### src/logic/etc_map.svh
// Register offsets, field positions, reset values and timing counts
`ifndef ETC_MAP_SVH
`define ETC_MAP_SVH
`define ETC_OFF_CTRL 8'h00
`define ETC_OFF_ARM_N 8'h04
`define ETC_OFF_ARM_T 8'h08
`define ETC_OFF_REF 8'h0c
`define ETC_OFF_STATUS 8'h10
`define ETC_OFF_EVC_LO 8'h14
`define ETC_OFF_EVC_HI 8'h18
`define ETC_OFF_RES_LO 8'h1c
`define ETC_OFF_RES_HI 8'h20
`define ETC_OFF_MISSED 8'h24
`define ETC_B_RUN 0
`define ETC_B_CHAN_B 1
`define ETC_B_FALL 2
`define ETC_B_PRE_A 3
`define ETC_B_PRE_B 4
`define ETC_B_ARM_T 5
`define ETC_B_FUNC 6
`define ETC_CTRL_RST 32'h0000_0000
`define ETC_ARM_N_RST 32'h0000_0001
`define ETC_ARM_T_RST 32'h0000_0001
`define ETC_REF_RST 32'h0000_0001
`define ETC_CLK_NS 40
`define ETC_RECOVERY_NS 50
`define ETC_RECOVERY_CYC ((`ETC_RECOVERY_NS + `ETC_CLK_NS - 1) / `ETC_CLK_NS)
`define ETC_PRESCALE_DIV 16
`define ETC_FRAC_BITS 16
`endif

### src/logic/etc_pkg.sv
// Types shared by the event timetag capture block
package etc_pkg;
    typedef enum logic [1:0]
    {
        ETC_FUNC_FREQ = 2'h0,
        ETC_FUNC_PERIOD = 2'h1,
        ETC_FUNC_INTERVAL = 2'h2,
        ETC_FUNC_DEVIATION = 2'h3
    } etc_func_t;
    typedef enum logic [1:0]
    {
        ETC_DIV_IDLE = 2'b01,
        ETC_DIV_RUN = 2'b10
    } etc_div_state_t;
endpackage : etc_pkg

### src/logic/etc_capture.sv
// Event timetag capture with single-channel single-edge results
//
// Summary of operation
// - Each input transition of the chosen polarity is one event.
// - Event counter counts every event, even during recovery.
// - Arming selects every Nth event or first event after time T.
// - A selected event stores event count and capture time as one record.
// - After a capture, recovery time blocks capture; armed events only counted.
// - Single-edge group uses channel A or B and one capture path.
// - Each record holds exactly one edge time and one event count.
// - Below the rate limit every chosen-polarity event can be captured.
// - Average frequency is count difference over time difference.
// - Average period is time difference over count difference.
// - Continuous interval is later minus earlier capture time.
// - Deviation is capture time minus time predicted from reference period.
// - Each closing record opens the next measurement: no dead time.
// - Records stream to memory readable while capture continues.
// - Optional divide-by-sixteen prescaler per channel, software selected.
`include "etc_map.svh"
`timescale 1ns/100ps
`default_nettype none
module etc_capture
    import etc_pkg::*;
#(
    parameter int CNT_W = 48
)
(
    input wire logic i_clock,
    input wire logic i_reset_n,
    input wire logic i_chan_a,
    input wire logic i_chan_b,
    input wire logic i_hsel,
    input wire logic [31:0] i_haddr,
    input wire logic [1:0] i_htrans,
    input wire logic i_hwrite,
    input wire logic [2:0] i_hsize,
    input wire logic i_hready,
    input wire logic [31:0] i_hwdata,
    output logic [31:0] o_hrdata,
    output logic o_hreadyout,
    output logic o_hresp,
    output logic o_rec_valid,
    input wire logic i_rec_ready,
    output logic [2*CNT_W-1:0] o_rec_data,
    output logic o_result_valid,
    output logic [CNT_W-1:0] o_result
);
    localparam int REC_W = 2 * CNT_W;
    localparam logic [1:0] REC_CYC = 2'(`ETC_RECOVERY_CYC);
    localparam int PRE_W = $clog2(`ETC_PRESCALE_DIV);
    localparam int DIV_CW = $clog2(CNT_W + 1);

    function automatic logic [63:0] ext64(input logic [CNT_W-1:0] v);
        ext64 = 64'(v);
    endfunction : ext64

    logic [31:0] ctrl_q;
    logic [31:0] arm_n_q;
    logic [31:0] arm_t_q;
    logic [31:0] ref_q;
    logic [31:0] missed_q;
    logic wr_q;
    logic [7:0] wr_addr_q;
    logic [1:0] chan_in;
    logic [1:0] sync1_q;
    logic [1:0] sync2_q;
    logic [1:0] sync3_q;
    logic [1:0] wave;
    logic sel_wave;
    logic sel_prev_q;
    logic event_p;
    logic run_q;
    logic [CNT_W-1:0] evcnt_q;
    logic [CNT_W-1:0] tbase_q;
    logic [31:0] arm_cnt_q;
    logic [31:0] tmr_q;
    logic tarmed_q;
    logic armed;
    logic [1:0] rec_cnt_q;
    logic fifo_ready;
    logic capture;
    logic have_first_q;
    logic [CNT_W-1:0] first_cnt_q;
    logic [CNT_W-1:0] first_time_q;
    logic [CNT_W-1:0] pred_q;
    logic [CNT_W-1:0] pred_next;
    logic [CNT_W-1:0] cap_cnt;
    logic [CNT_W-1:0] dev_q;
    logic pair_q;
    logic [CNT_W-1:0] de_q;
    logic [CNT_W-1:0] dt_q;
    etc_func_t func;
    etc_div_state_t div_st_q;
    logic [CNT_W:0] rem_q;
    logic [CNT_W-1:0] quo_q;
    logic [CNT_W-1:0] den_q;
    logic [DIV_CW-1:0] div_n_q;
    logic [CNT_W:0] rem_sh;
    logic quo_bit;
    logic [63:0] evc64;
    logic [63:0] res64;
    logic [REC_W-1:0] mem_q [2];
    logic wp_q;
    logic rp_q;
    logic [1:0] fcnt_q;
    logic push;
    logic pop;

    // Bus slave: never stalls, always OKAY
    assign o_hreadyout = 1'b1;
    assign o_hresp = 1'b0;
    assign func = etc_func_t'(ctrl_q[`ETC_B_FUNC +: 2]);
    assign evc64 = ext64(evcnt_q);
    assign res64 = ext64(o_result);

    always_ff @(posedge i_clock or negedge i_reset_n)
    begin
        if (!i_reset_n)
        begin
            wr_q <= 1'b0;
            wr_addr_q <= 8'h00;
        end
        else if (i_hready)
        begin
            wr_q <= i_hsel & i_htrans[1] & i_hwrite;
            wr_addr_q <= i_haddr[7:0];
        end
    end

    // Read data is latched in the address phase, so a read right after a
    // write to the same register returns the old value.
    always_ff @(posedge i_clock or negedge i_reset_n)
    begin
        if (!i_reset_n)
            o_hrdata <= 32'h0000_0000;
        else if (i_hready && i_hsel && i_htrans[1] && !i_hwrite)
        begin
            unique case (i_haddr[7:0])
                `ETC_OFF_CTRL: o_hrdata <= ctrl_q;
                `ETC_OFF_ARM_N: o_hrdata <= arm_n_q;
                `ETC_OFF_ARM_T: o_hrdata <= arm_t_q;
                `ETC_OFF_REF: o_hrdata <= ref_q;
                `ETC_OFF_STATUS: o_hrdata <= {28'h0, fcnt_q, have_first_q,
                    div_st_q[1]};
                `ETC_OFF_EVC_LO: o_hrdata <= evc64[31:0];
                `ETC_OFF_EVC_HI: o_hrdata <= evc64[63:32];
                `ETC_OFF_RES_LO: o_hrdata <= res64[31:0];
                `ETC_OFF_RES_HI: o_hrdata <= res64[63:32];
                `ETC_OFF_MISSED: o_hrdata <= missed_q;
                default: o_hrdata <= 32'h0000_0000;
            endcase
        end
    end

    always_ff @(posedge i_clock or negedge i_reset_n)
    begin
        if (!i_reset_n)
        begin
            ctrl_q <= `ETC_CTRL_RST;
            arm_n_q <= `ETC_ARM_N_RST;
            arm_t_q <= `ETC_ARM_T_RST;
            ref_q <= `ETC_REF_RST;
        end
        else if (wr_q)
        begin
            unique case (wr_addr_q)
                `ETC_OFF_CTRL: ctrl_q <= i_hwdata & 32'h0000_00ff;
                `ETC_OFF_ARM_N: arm_n_q <= i_hwdata;
                `ETC_OFF_ARM_T: arm_t_q <= i_hwdata;
                `ETC_OFF_REF: ref_q <= i_hwdata;
                default: ;
            endcase
        end
    end

    // Pins: two flops, then a third stage for the prescaler's rising-edge detect
    assign chan_in = {i_chan_b, i_chan_a};
    always_ff @(posedge i_clock or negedge i_reset_n)
    begin
        if (!i_reset_n)
        begin
            sync1_q <= 2'b00;
            sync2_q <= 2'b00;
            sync3_q <= 2'b00;
        end
        else
        begin
            sync1_q <= chan_in;
            sync2_q <= sync1_q;
            sync3_q <= sync2_q;
        end
    end

    genvar g;
    generate
        for (g = 0; g < 2; g++)
        begin : g_pre
            logic [PRE_W-1:0] div_q;
            always_ff @(posedge i_clock or negedge i_reset_n)
            begin
                if (!i_reset_n)
                    div_q <= '0;
                else if (sync2_q[g] && !sync3_q[g])
                    div_q <= div_q + 1'b1;
            end
            // Top bit toggles once per 8 rising input edges, one full period per 16
            assign wave[g] = ctrl_q[`ETC_B_PRE_A + g] ? div_q[PRE_W-1] : sync2_q[g];
        end
    endgenerate

    assign sel_wave = ctrl_q[`ETC_B_CHAN_B] ? wave[1] : wave[0];
    always_ff @(posedge i_clock or negedge i_reset_n)
    begin
        if (!i_reset_n)
            sel_prev_q <= 1'b0;
        else
            sel_prev_q <= sel_wave;
    end
    assign event_p = run_q & (ctrl_q[`ETC_B_FALL] ? (sel_prev_q & ~sel_wave)
                                                  : (~sel_prev_q & sel_wave));

    // Counter and time base restart when the run bit sets, and hold while it is clear
    always_ff @(posedge i_clock or negedge i_reset_n)
    begin
        if (!i_reset_n)
        begin
            run_q <= 1'b0;
            evcnt_q <= '0;
            tbase_q <= '0;
        end
        else
        begin
            run_q <= ctrl_q[`ETC_B_RUN];
            if (ctrl_q[`ETC_B_RUN] && !run_q)
            begin
                evcnt_q <= '0;
                tbase_q <= '0;
            end
            else if (run_q)
            begin
                tbase_q <= tbase_q + 1'b1;
                if (event_p)
                    evcnt_q <= evcnt_q + 1'b1;
            end
        end
    end
    assign cap_cnt = evcnt_q + 1'b1;

    // Arming: Nth event, or first event once T cycles have passed
    assign armed = event_p & (ctrl_q[`ETC_B_ARM_T] ? tarmed_q
                                                   : (arm_cnt_q + 1 >= arm_n_q));
    always_ff @(posedge i_clock or negedge i_reset_n)
    begin
        if (!i_reset_n)
        begin
            arm_cnt_q <= 32'h0;
            tmr_q <= 32'h0;
            tarmed_q <= 1'b0;
        end
        else if (!run_q)
        begin
            arm_cnt_q <= 32'h0;
            tmr_q <= 32'h0;
            tarmed_q <= 1'b0;
        end
        else
        begin
            if (armed)
                arm_cnt_q <= 32'h0;
            else if (event_p)
                arm_cnt_q <= arm_cnt_q + 1'b1;
            if (armed)
            begin
                tmr_q <= 32'h0;
                tarmed_q <= 1'b0;
            end
            else
            begin
                if (tmr_q + 1 >= arm_t_q)
                    tarmed_q <= 1'b1;
                tmr_q <= tmr_q + 1'b1;
            end
        end
    end

    // Armed events during recovery or with the buffer full are only counted
    assign capture = armed & (rec_cnt_q == 2'd0) & fifo_ready;
    always_ff @(posedge i_clock or negedge i_reset_n)
    begin
        if (!i_reset_n)
        begin
            rec_cnt_q <= 2'd0;
            missed_q <= 32'h0;
        end
        else
        begin
            // The capture cycle itself is the first cycle of recovery
            if (capture)
                rec_cnt_q <= REC_CYC - 2'd1;
            else if (rec_cnt_q != 2'd0)
                rec_cnt_q <= rec_cnt_q - 1'b1;
            if (armed && !capture)
                missed_q <= missed_q + 1'b1;
        end
    end

    // Predicted edge time advances by the reference period on every event after the first capture
    assign pred_next = pred_q + CNT_W'(ref_q);
    always_ff @(posedge i_clock or negedge i_reset_n)
    begin
        if (!i_reset_n)
        begin
            have_first_q <= 1'b0;
            first_cnt_q <= '0;
            first_time_q <= '0;
            pred_q <= '0;
            dev_q <= '0;
            pair_q <= 1'b0;
            de_q <= '0;
            dt_q <= '0;
        end
        else
        begin
            pair_q <= 1'b0;
            if (!run_q)
                have_first_q <= 1'b0;
            else if (capture && !have_first_q)
            begin
                have_first_q <= 1'b1;
                pred_q <= tbase_q;
                first_cnt_q <= cap_cnt;
                first_time_q <= tbase_q;
            end
            else if (have_first_q)
            begin
                if (event_p)
                    pred_q <= pred_next;
                if (capture)
                begin
                    dev_q <= tbase_q - pred_next;
                    de_q <= cap_cnt - first_cnt_q;
                    dt_q <= tbase_q - first_time_q;
                    first_cnt_q <= cap_cnt;
                    first_time_q <= tbase_q;
                    pair_q <= 1'b1;
                end
            end
        end
    end

    // Serial divider; pairs arriving while busy update only the raw results
    assign rem_sh = {rem_q[CNT_W-1:0], quo_q[CNT_W-1]};
    assign quo_bit = (rem_sh >= {1'b0, den_q});
    always_ff @(posedge i_clock or negedge i_reset_n)
    begin
        if (!i_reset_n)
        begin
            div_st_q <= ETC_DIV_IDLE;
            rem_q <= '0;
            quo_q <= '0;
            den_q <= '0;
            div_n_q <= '0;
            o_result <= '0;
            o_result_valid <= 1'b0;
        end
        else
        begin
            o_result_valid <= 1'b0;
            unique case (div_st_q)
                ETC_DIV_IDLE:
                begin
                    if (pair_q)
                    begin
                        unique case (func)
                            ETC_FUNC_INTERVAL:
                            begin
                                o_result <= dt_q;
                                o_result_valid <= 1'b1;
                            end
                            ETC_FUNC_DEVIATION:
                            begin
                                o_result <= dev_q;
                                o_result_valid <= 1'b1;
                            end
                            ETC_FUNC_FREQ:
                            begin
                                quo_q <= de_q << `ETC_FRAC_BITS;
                                den_q <= dt_q;
                                rem_q <= '0;
                                div_n_q <= DIV_CW'(CNT_W);
                                div_st_q <= ETC_DIV_RUN;
                            end
                            ETC_FUNC_PERIOD:
                            begin
                                quo_q <= dt_q;
                                den_q <= de_q;
                                rem_q <= '0;
                                div_n_q <= DIV_CW'(CNT_W);
                                div_st_q <= ETC_DIV_RUN;
                            end
                        endcase
                    end
                end
                ETC_DIV_RUN:
                begin
                    if (quo_bit)
                        rem_q <= rem_sh - {1'b0, den_q};
                    else
                        rem_q <= rem_sh;
                    quo_q <= {quo_q[CNT_W-2:0], quo_bit};
                    div_n_q <= div_n_q - 1'b1;
                    // Last step publishes the finished quotient directly
                    if (div_n_q == DIV_CW'(1))
                    begin
                        div_st_q <= ETC_DIV_IDLE;
                        o_result <= {quo_q[CNT_W-2:0], quo_bit};
                        o_result_valid <= 1'b1;
                    end
                end
            endcase
        end
    end

    // Two-entry record buffer towards measurement memory
    assign fifo_ready = (fcnt_q != 2'd2);
    assign push = capture;
    assign pop = o_rec_valid & i_rec_ready;
    assign o_rec_valid = (fcnt_q != 2'd0);
    assign o_rec_data = mem_q[rp_q];
    always_ff @(posedge i_clock or negedge i_reset_n)
    begin
        if (!i_reset_n)
        begin
            mem_q[0] <= '0;
            mem_q[1] <= '0;
            wp_q <= 1'b0;
            rp_q <= 1'b0;
            fcnt_q <= 2'd0;
        end
        else
        begin
            if (push)
            begin
                mem_q[wp_q] <= {cap_cnt, tbase_q};
                wp_q <= ~wp_q;
            end
            if (pop)
                rp_q <= ~rp_q;
            if (push && !pop)
                fcnt_q <= fcnt_q + 1'b1;
            else if (pop && !push)
                fcnt_q <= fcnt_q - 1'b1;
        end
    end
endmodule : etc_capture
`default_nettype wire

### config.mk
export PLATFORM = sky130hd
export DESIGN_NAME = etc_capture
export DESIGN_NICKNAME = d
export VERILOG_FILES = /design/src/logic/etc_pkg.sv /design/src/logic/etc_capture.sv
export VERILOG_INCLUDE_DIRS = /design/src /design/src/logic
export SDC_FILE = /design/constraint.sdc
export NUM_CORES = 2
export LEC_CHECK = 0
export ABC_AREA = 1
export BUFFER_PORTS_ARGS = -buffer_cell sky130_fd_sc_hd__buf_2
export CORE_MARGIN = 10
export CORE_UTILIZATION = 40
export CTS_CLUSTER_SIZE = 12
export DETAILED_ROUTE_END_ITERATION = 16
export MAX_ROUTING_LAYER = met4
export SYNTH_ARGS = -nofsm -noshare
export SYNTH_HDL_FRONTEND = slang
export SYNTH_SLANG_ARGS = --single-unit
### constraint.sdc
create_clock -name i_clock -period 6.54 [get_ports i_clock]
set_input_delay 0.981 -clock i_clock [delete_from_list [all_inputs] [get_ports i_clock]]
set_output_delay 0.981 -clock i_clock [all_outputs]
set_load 0.02 [all_outputs]
==> results.sh <==
export IMPL_cap_violations=0
export IMPL_synth_simple_gate_area_frac=0.221
export IMPL_yosys_area_share_adder=0.0596
export IMPL_power_density_mw_per_mm2=261
export IMPL_period_share=0.868
export IMPL_slew_headroom=0.126
export IMPL_rsz0062_at_grt="false"
export IMPL_crit_path_max_incr_delay_ns=0.44
export IMPL_grt_max_degree=194
export IMPL_reg2reg_depth=34
export IMPL_io_pins=257
export IMPL_die_h_um=415
export IMPL_avgSynthCellArea_um2=7.52
export IMPL_netlist_top_cell_by_area="dfrtp_1"
export IMPL_grt_pass1_wl_mm=346
export IMPL_syn_nets=8669
export IMPL_clock_sink_count=1043
export IMPL_cts_tree="built"
export IMPL_finalSetupTns_ns=0
export IMPL_worstPathArrival_ns=6.28
export IMPL_async_flop_share=1.00
export IMPL_hold_buffers=0
export IMPL_synth_area_leaders="dfrtp_1 42%, nand2_1 13%, o21ai_0 8.0%"
export IMPL_n_fill_cell=15900
export IMPL_track_usage=0.268
export IMPL_critPathMaxFanout=96
export IMPL_rows=144
export IMPL_ys_seq_elements=1043
export IMPL_grt_antenna_before_repair=6
export IMPL_routed_via_density=5.43
export IMPL_gp_congestion=1.02
export IMPL_leakage_nw=36.1
export IMPL_synth_most_common_cell="nand2_1"
export IMPL_chipWidth_um=415
export IMPL_hold_path_class="in2async"
export IMPL_endpoint_kind="flip-flop"
export IMPL_worst_slew_pin_slew_ns=1.31
export IMPL_drt_wirelength_per_cell_um=22.0
export IMPL_cts_made_buffers=118
export IMPL_die_area_mm2=0.172
export IMPL_drt_pass1_iterations=6
export IMPL_cp_start_kind="flip-flop"
export IMPL_synthTopCellsByCount="2154 x nand2_1, 1039 x dfrtp_1, 1034 x inv_1"
export IMPL_clockRootBuffer="clkbuf_16"
export IMPL_power_mw=18.2
export IMPL_first_global_vias=53400
export IMPL_clk_pin_slew_ns=0.06
export IMPL_nNetsFinal=8782
export IMPL_fmax_ghz=0.176
export IMPL_synth_flop_cell="dfrtp_1"
export IMPL_synth_top_family_by_area="simple AND/OR/NAND/NOR gates"
export IMPL_fin_crit_ns=5.67
export IMPL_post_cts_resize_count=0
export IMPL_ir_worst_vdd_uv=225
export IMPL_vias=57300
export IMPL_synth_area_mm2=0.0624
export IMPL_clock_latency_ns=0.79
export IMPL_grt_overflow=0
export IMPL_hpwl_mm=181
export IMPL_finalHoldViolCount=0
export IMPL_port_buffers=226
export IMPL_muxShareOfSynthArea=0.000863
export IMPL_seq_area_frac_synth=0.419
export IMPL_status="completed"
export IMPL_report_final_setup_viol=0
export IMPL_start_util=0.403
export IMPL_synth_xor_area_share=0.0462
export IMPL_synth_top_area_frac=0.417
export IMPL_synth_edf_count=0
export IMPL_cp_slowest_cell="dfrtp_1"
export IMPL_crit_type="reg2reg"
export IMPL_drive_above_1_share=0.0740
export IMPL_htree_num_levels=3
export IMPL_yosysWarningCount=0
export IMPL_ff2ff_setup_slack_ns=0.87
export IMPL_post_cts_buffers=0
export IMPL_synth_compound_area_frac=0.171
export IMPL_drt_iter0_drc=6293
export IMPL_synth_cell_types=69
export IMPL_worst_path_most_repeated_cell="nor2_4"
export IMPL_synth_cells=8298
export IMPL_skew_ns=0.0459
export IMPL_slew_violations=0
export IMPL_syn_to_final_growth_pct=12.0
export IMPL_drtAntennaViolNets=0
export IMPL_clock_path_buffers=3
export IMPL_crit_required_ns=7.15
export IMPL_wirelength_mm=232
export IMPL_core_area_mm2=0.155
export IMPL_drcViolationCount=0
==> kinds of logic (layout without fill, tap and decap cells) <==
group	after synthesis	count (layout)
compound gates	1944	1944
xor+xnor	326	326
fa+ha+maj	294	294
buf+inv	1355	1571
flops	1043	1043
mux	5	5
other cells	2	3
simple gates	3329	3329
==> path summary, 6_finish.rpt <==
kind | endpoint | startpoint
max in group asynchronous | tmr_q[30]$_DFF_PN0_ | i_reset_n
setup reg to reg | pred_q[45]$_DFFE_PN0P_ | arm_cnt_q[0]$_DFFE_PN0P_
hold / removal | first_cnt_q[39]$_DFFE_PN0P_ | i_reset_n
hold reg to reg | sync2_q[0]$_DFF_PN0_ | sync1_q[0]$_DFF_PN0_
min in group i_clock | sync1_q[0]$_DFF_PN0_ | i_chan_a
setup / recovery | pred_q[45]$_DFFE_PN0P_ | arm_cnt_q[0]$_DFFE_PN0P_
==> worst max-delay path, delay by kind of cell, from the launching register on <==
| family | cells | cell delay, ns |
|---|---|---|
| adder cells (fa/ha/maj) | 2 | 0.52 |
| buffers and inverters | 3 | 0.51 |
| XOR/XNOR | 1 | 0.21 |
| AND/OR/NAND/NOR | 25 | 3.43 |
| flip-flops | 1 | 0.44 |
| AO/OA/AOI/OAI | 3 | 0.30 |
==> placed cells by master (no fill, tap or decap), types with 15 or more instances in the layout <==
| cell | Yosys | routed |
|---|---|---|
| clkinv_2 | 0 | 18 |
| nand4_1 | 86 | 86 |
| nor2_2 | 18 | 18 |
| nor2_4 | 15 | 17 |
| buf_2 | 59 | 225 |
| xor2_1 | 206 | 206 |
| o311ai_0 | 27 | 27 |
| o21a_1 | 28 | 28 |
| a221oi_1 | 19 | 19 |
| nand3_2 | 15 | 16 |
| o21ai_0 | 1000 | 1000 |
| nand3_1 | 217 | 216 |
| bufinv_16 | 0 | 15 |
| nor3_1 | 92 | 92 |
| nor4_1 | 48 | 47 |
| buf_4 | 3 | 54 |
| nand2_2 | 26 | 30 |
| clkbuf_16 | 0 | 119 |
| o31ai_1 | 21 | 21 |
| dfrtp_1 | 1039 | 1038 |
| inv_2 | 15 | 15 |
| inv_1 | 1034 | 1034 |
| a211oi_1 | 18 | 18 |
| o22ai_1 | 168 | 168 |
| a21oi_1 | 408 | 407 |
| xnor2_1 | 118 | 118 |
| clkbuf_8 | 0 | 29 |
| nand2_1 | 2154 | 2148 |
| o211ai_1 | 27 | 27 |
| ha_1 | 289 | 289 |
| o21ai_1 | 88 | 88 |
| clkbuf_1 | 224 | 29 |
| a31oi_1 | 69 | 69 |
| a21o_1 | 15 | 15 |
| nor2_1 | 608 | 606 |
==> layout make-up <==
| cell class | count | area [µm²] | share of cell area |
|---|---|---|---|
| inverter | 1054 | 3960 | 0.0567 |
| antenna | 1 | 2.50 | 0.0000358 |
| timing repair buffer | 294 | 1830 | 0.0262 |
| sequential | 1043 | 26100 | 0.374 |
| tap | 2044 | 2560 | 0.0366 |
| multi-input combinational | 5900 | 31200 | 0.446 |
| clock inverter | 46 | 738 | 0.0106 |
| clock buffer | 177 | 3490 | 0.0499 |
==> per-layer routing <==
layer / track usage / part of all wire
met1: 0.357 / 0.44
met2: 0.405 / 0.44
met3: 0.0341 / 0.060
met4: 0.127 / 0.057
met5: - / 0
==> state kept, by name, summed over array words and instances (netlist names), 8 cells and up <==
signal,count
rem_q,48
first_cnt_q,48
tbase_q,48
first_time_q,48
g_pre.div_q,8
evcnt_q,48
arm_cnt_q,32
arm_n_q,32
ctrl_q,8
quo_q,48
de_q,48
missed_q,32
pred_q,48
tmr_q,32
o_result,48
wr_addr_q,8
ref_q,32
dt_q,48
dev_q,48
o_hrdata,32
den_q,48
arm_t_q,32
mem_q,192
==> where the power goes <==
group	leakage [nW]	internal [mW]	switching [mW]	total (mW)
Combinational	20.6	1.19	2.84	4.03
Sequential	13.5	6.64	0.314	6.96
Clock	2.06	4.28	2.96	7.24
Total	36.1	12.1	6.11	18.2
==> metrics by stage <==
step	hold slack, ns	setup slack [ns]	std cells	instance area (µm²)	util
detailed placement	0.342	0.921	10300	65600	0.425
global placement	0.334	0.990	10300	65600	0.425
CTS	0.238	0.846	10600	69800	0.452
finish	0.245	0.866	10600	69800	0.452
global route	0.268	0.277	10600	69800	0.452
floorplan	0.331	1.93	8298	62400	-
Power figures use the tool's default switching activity.
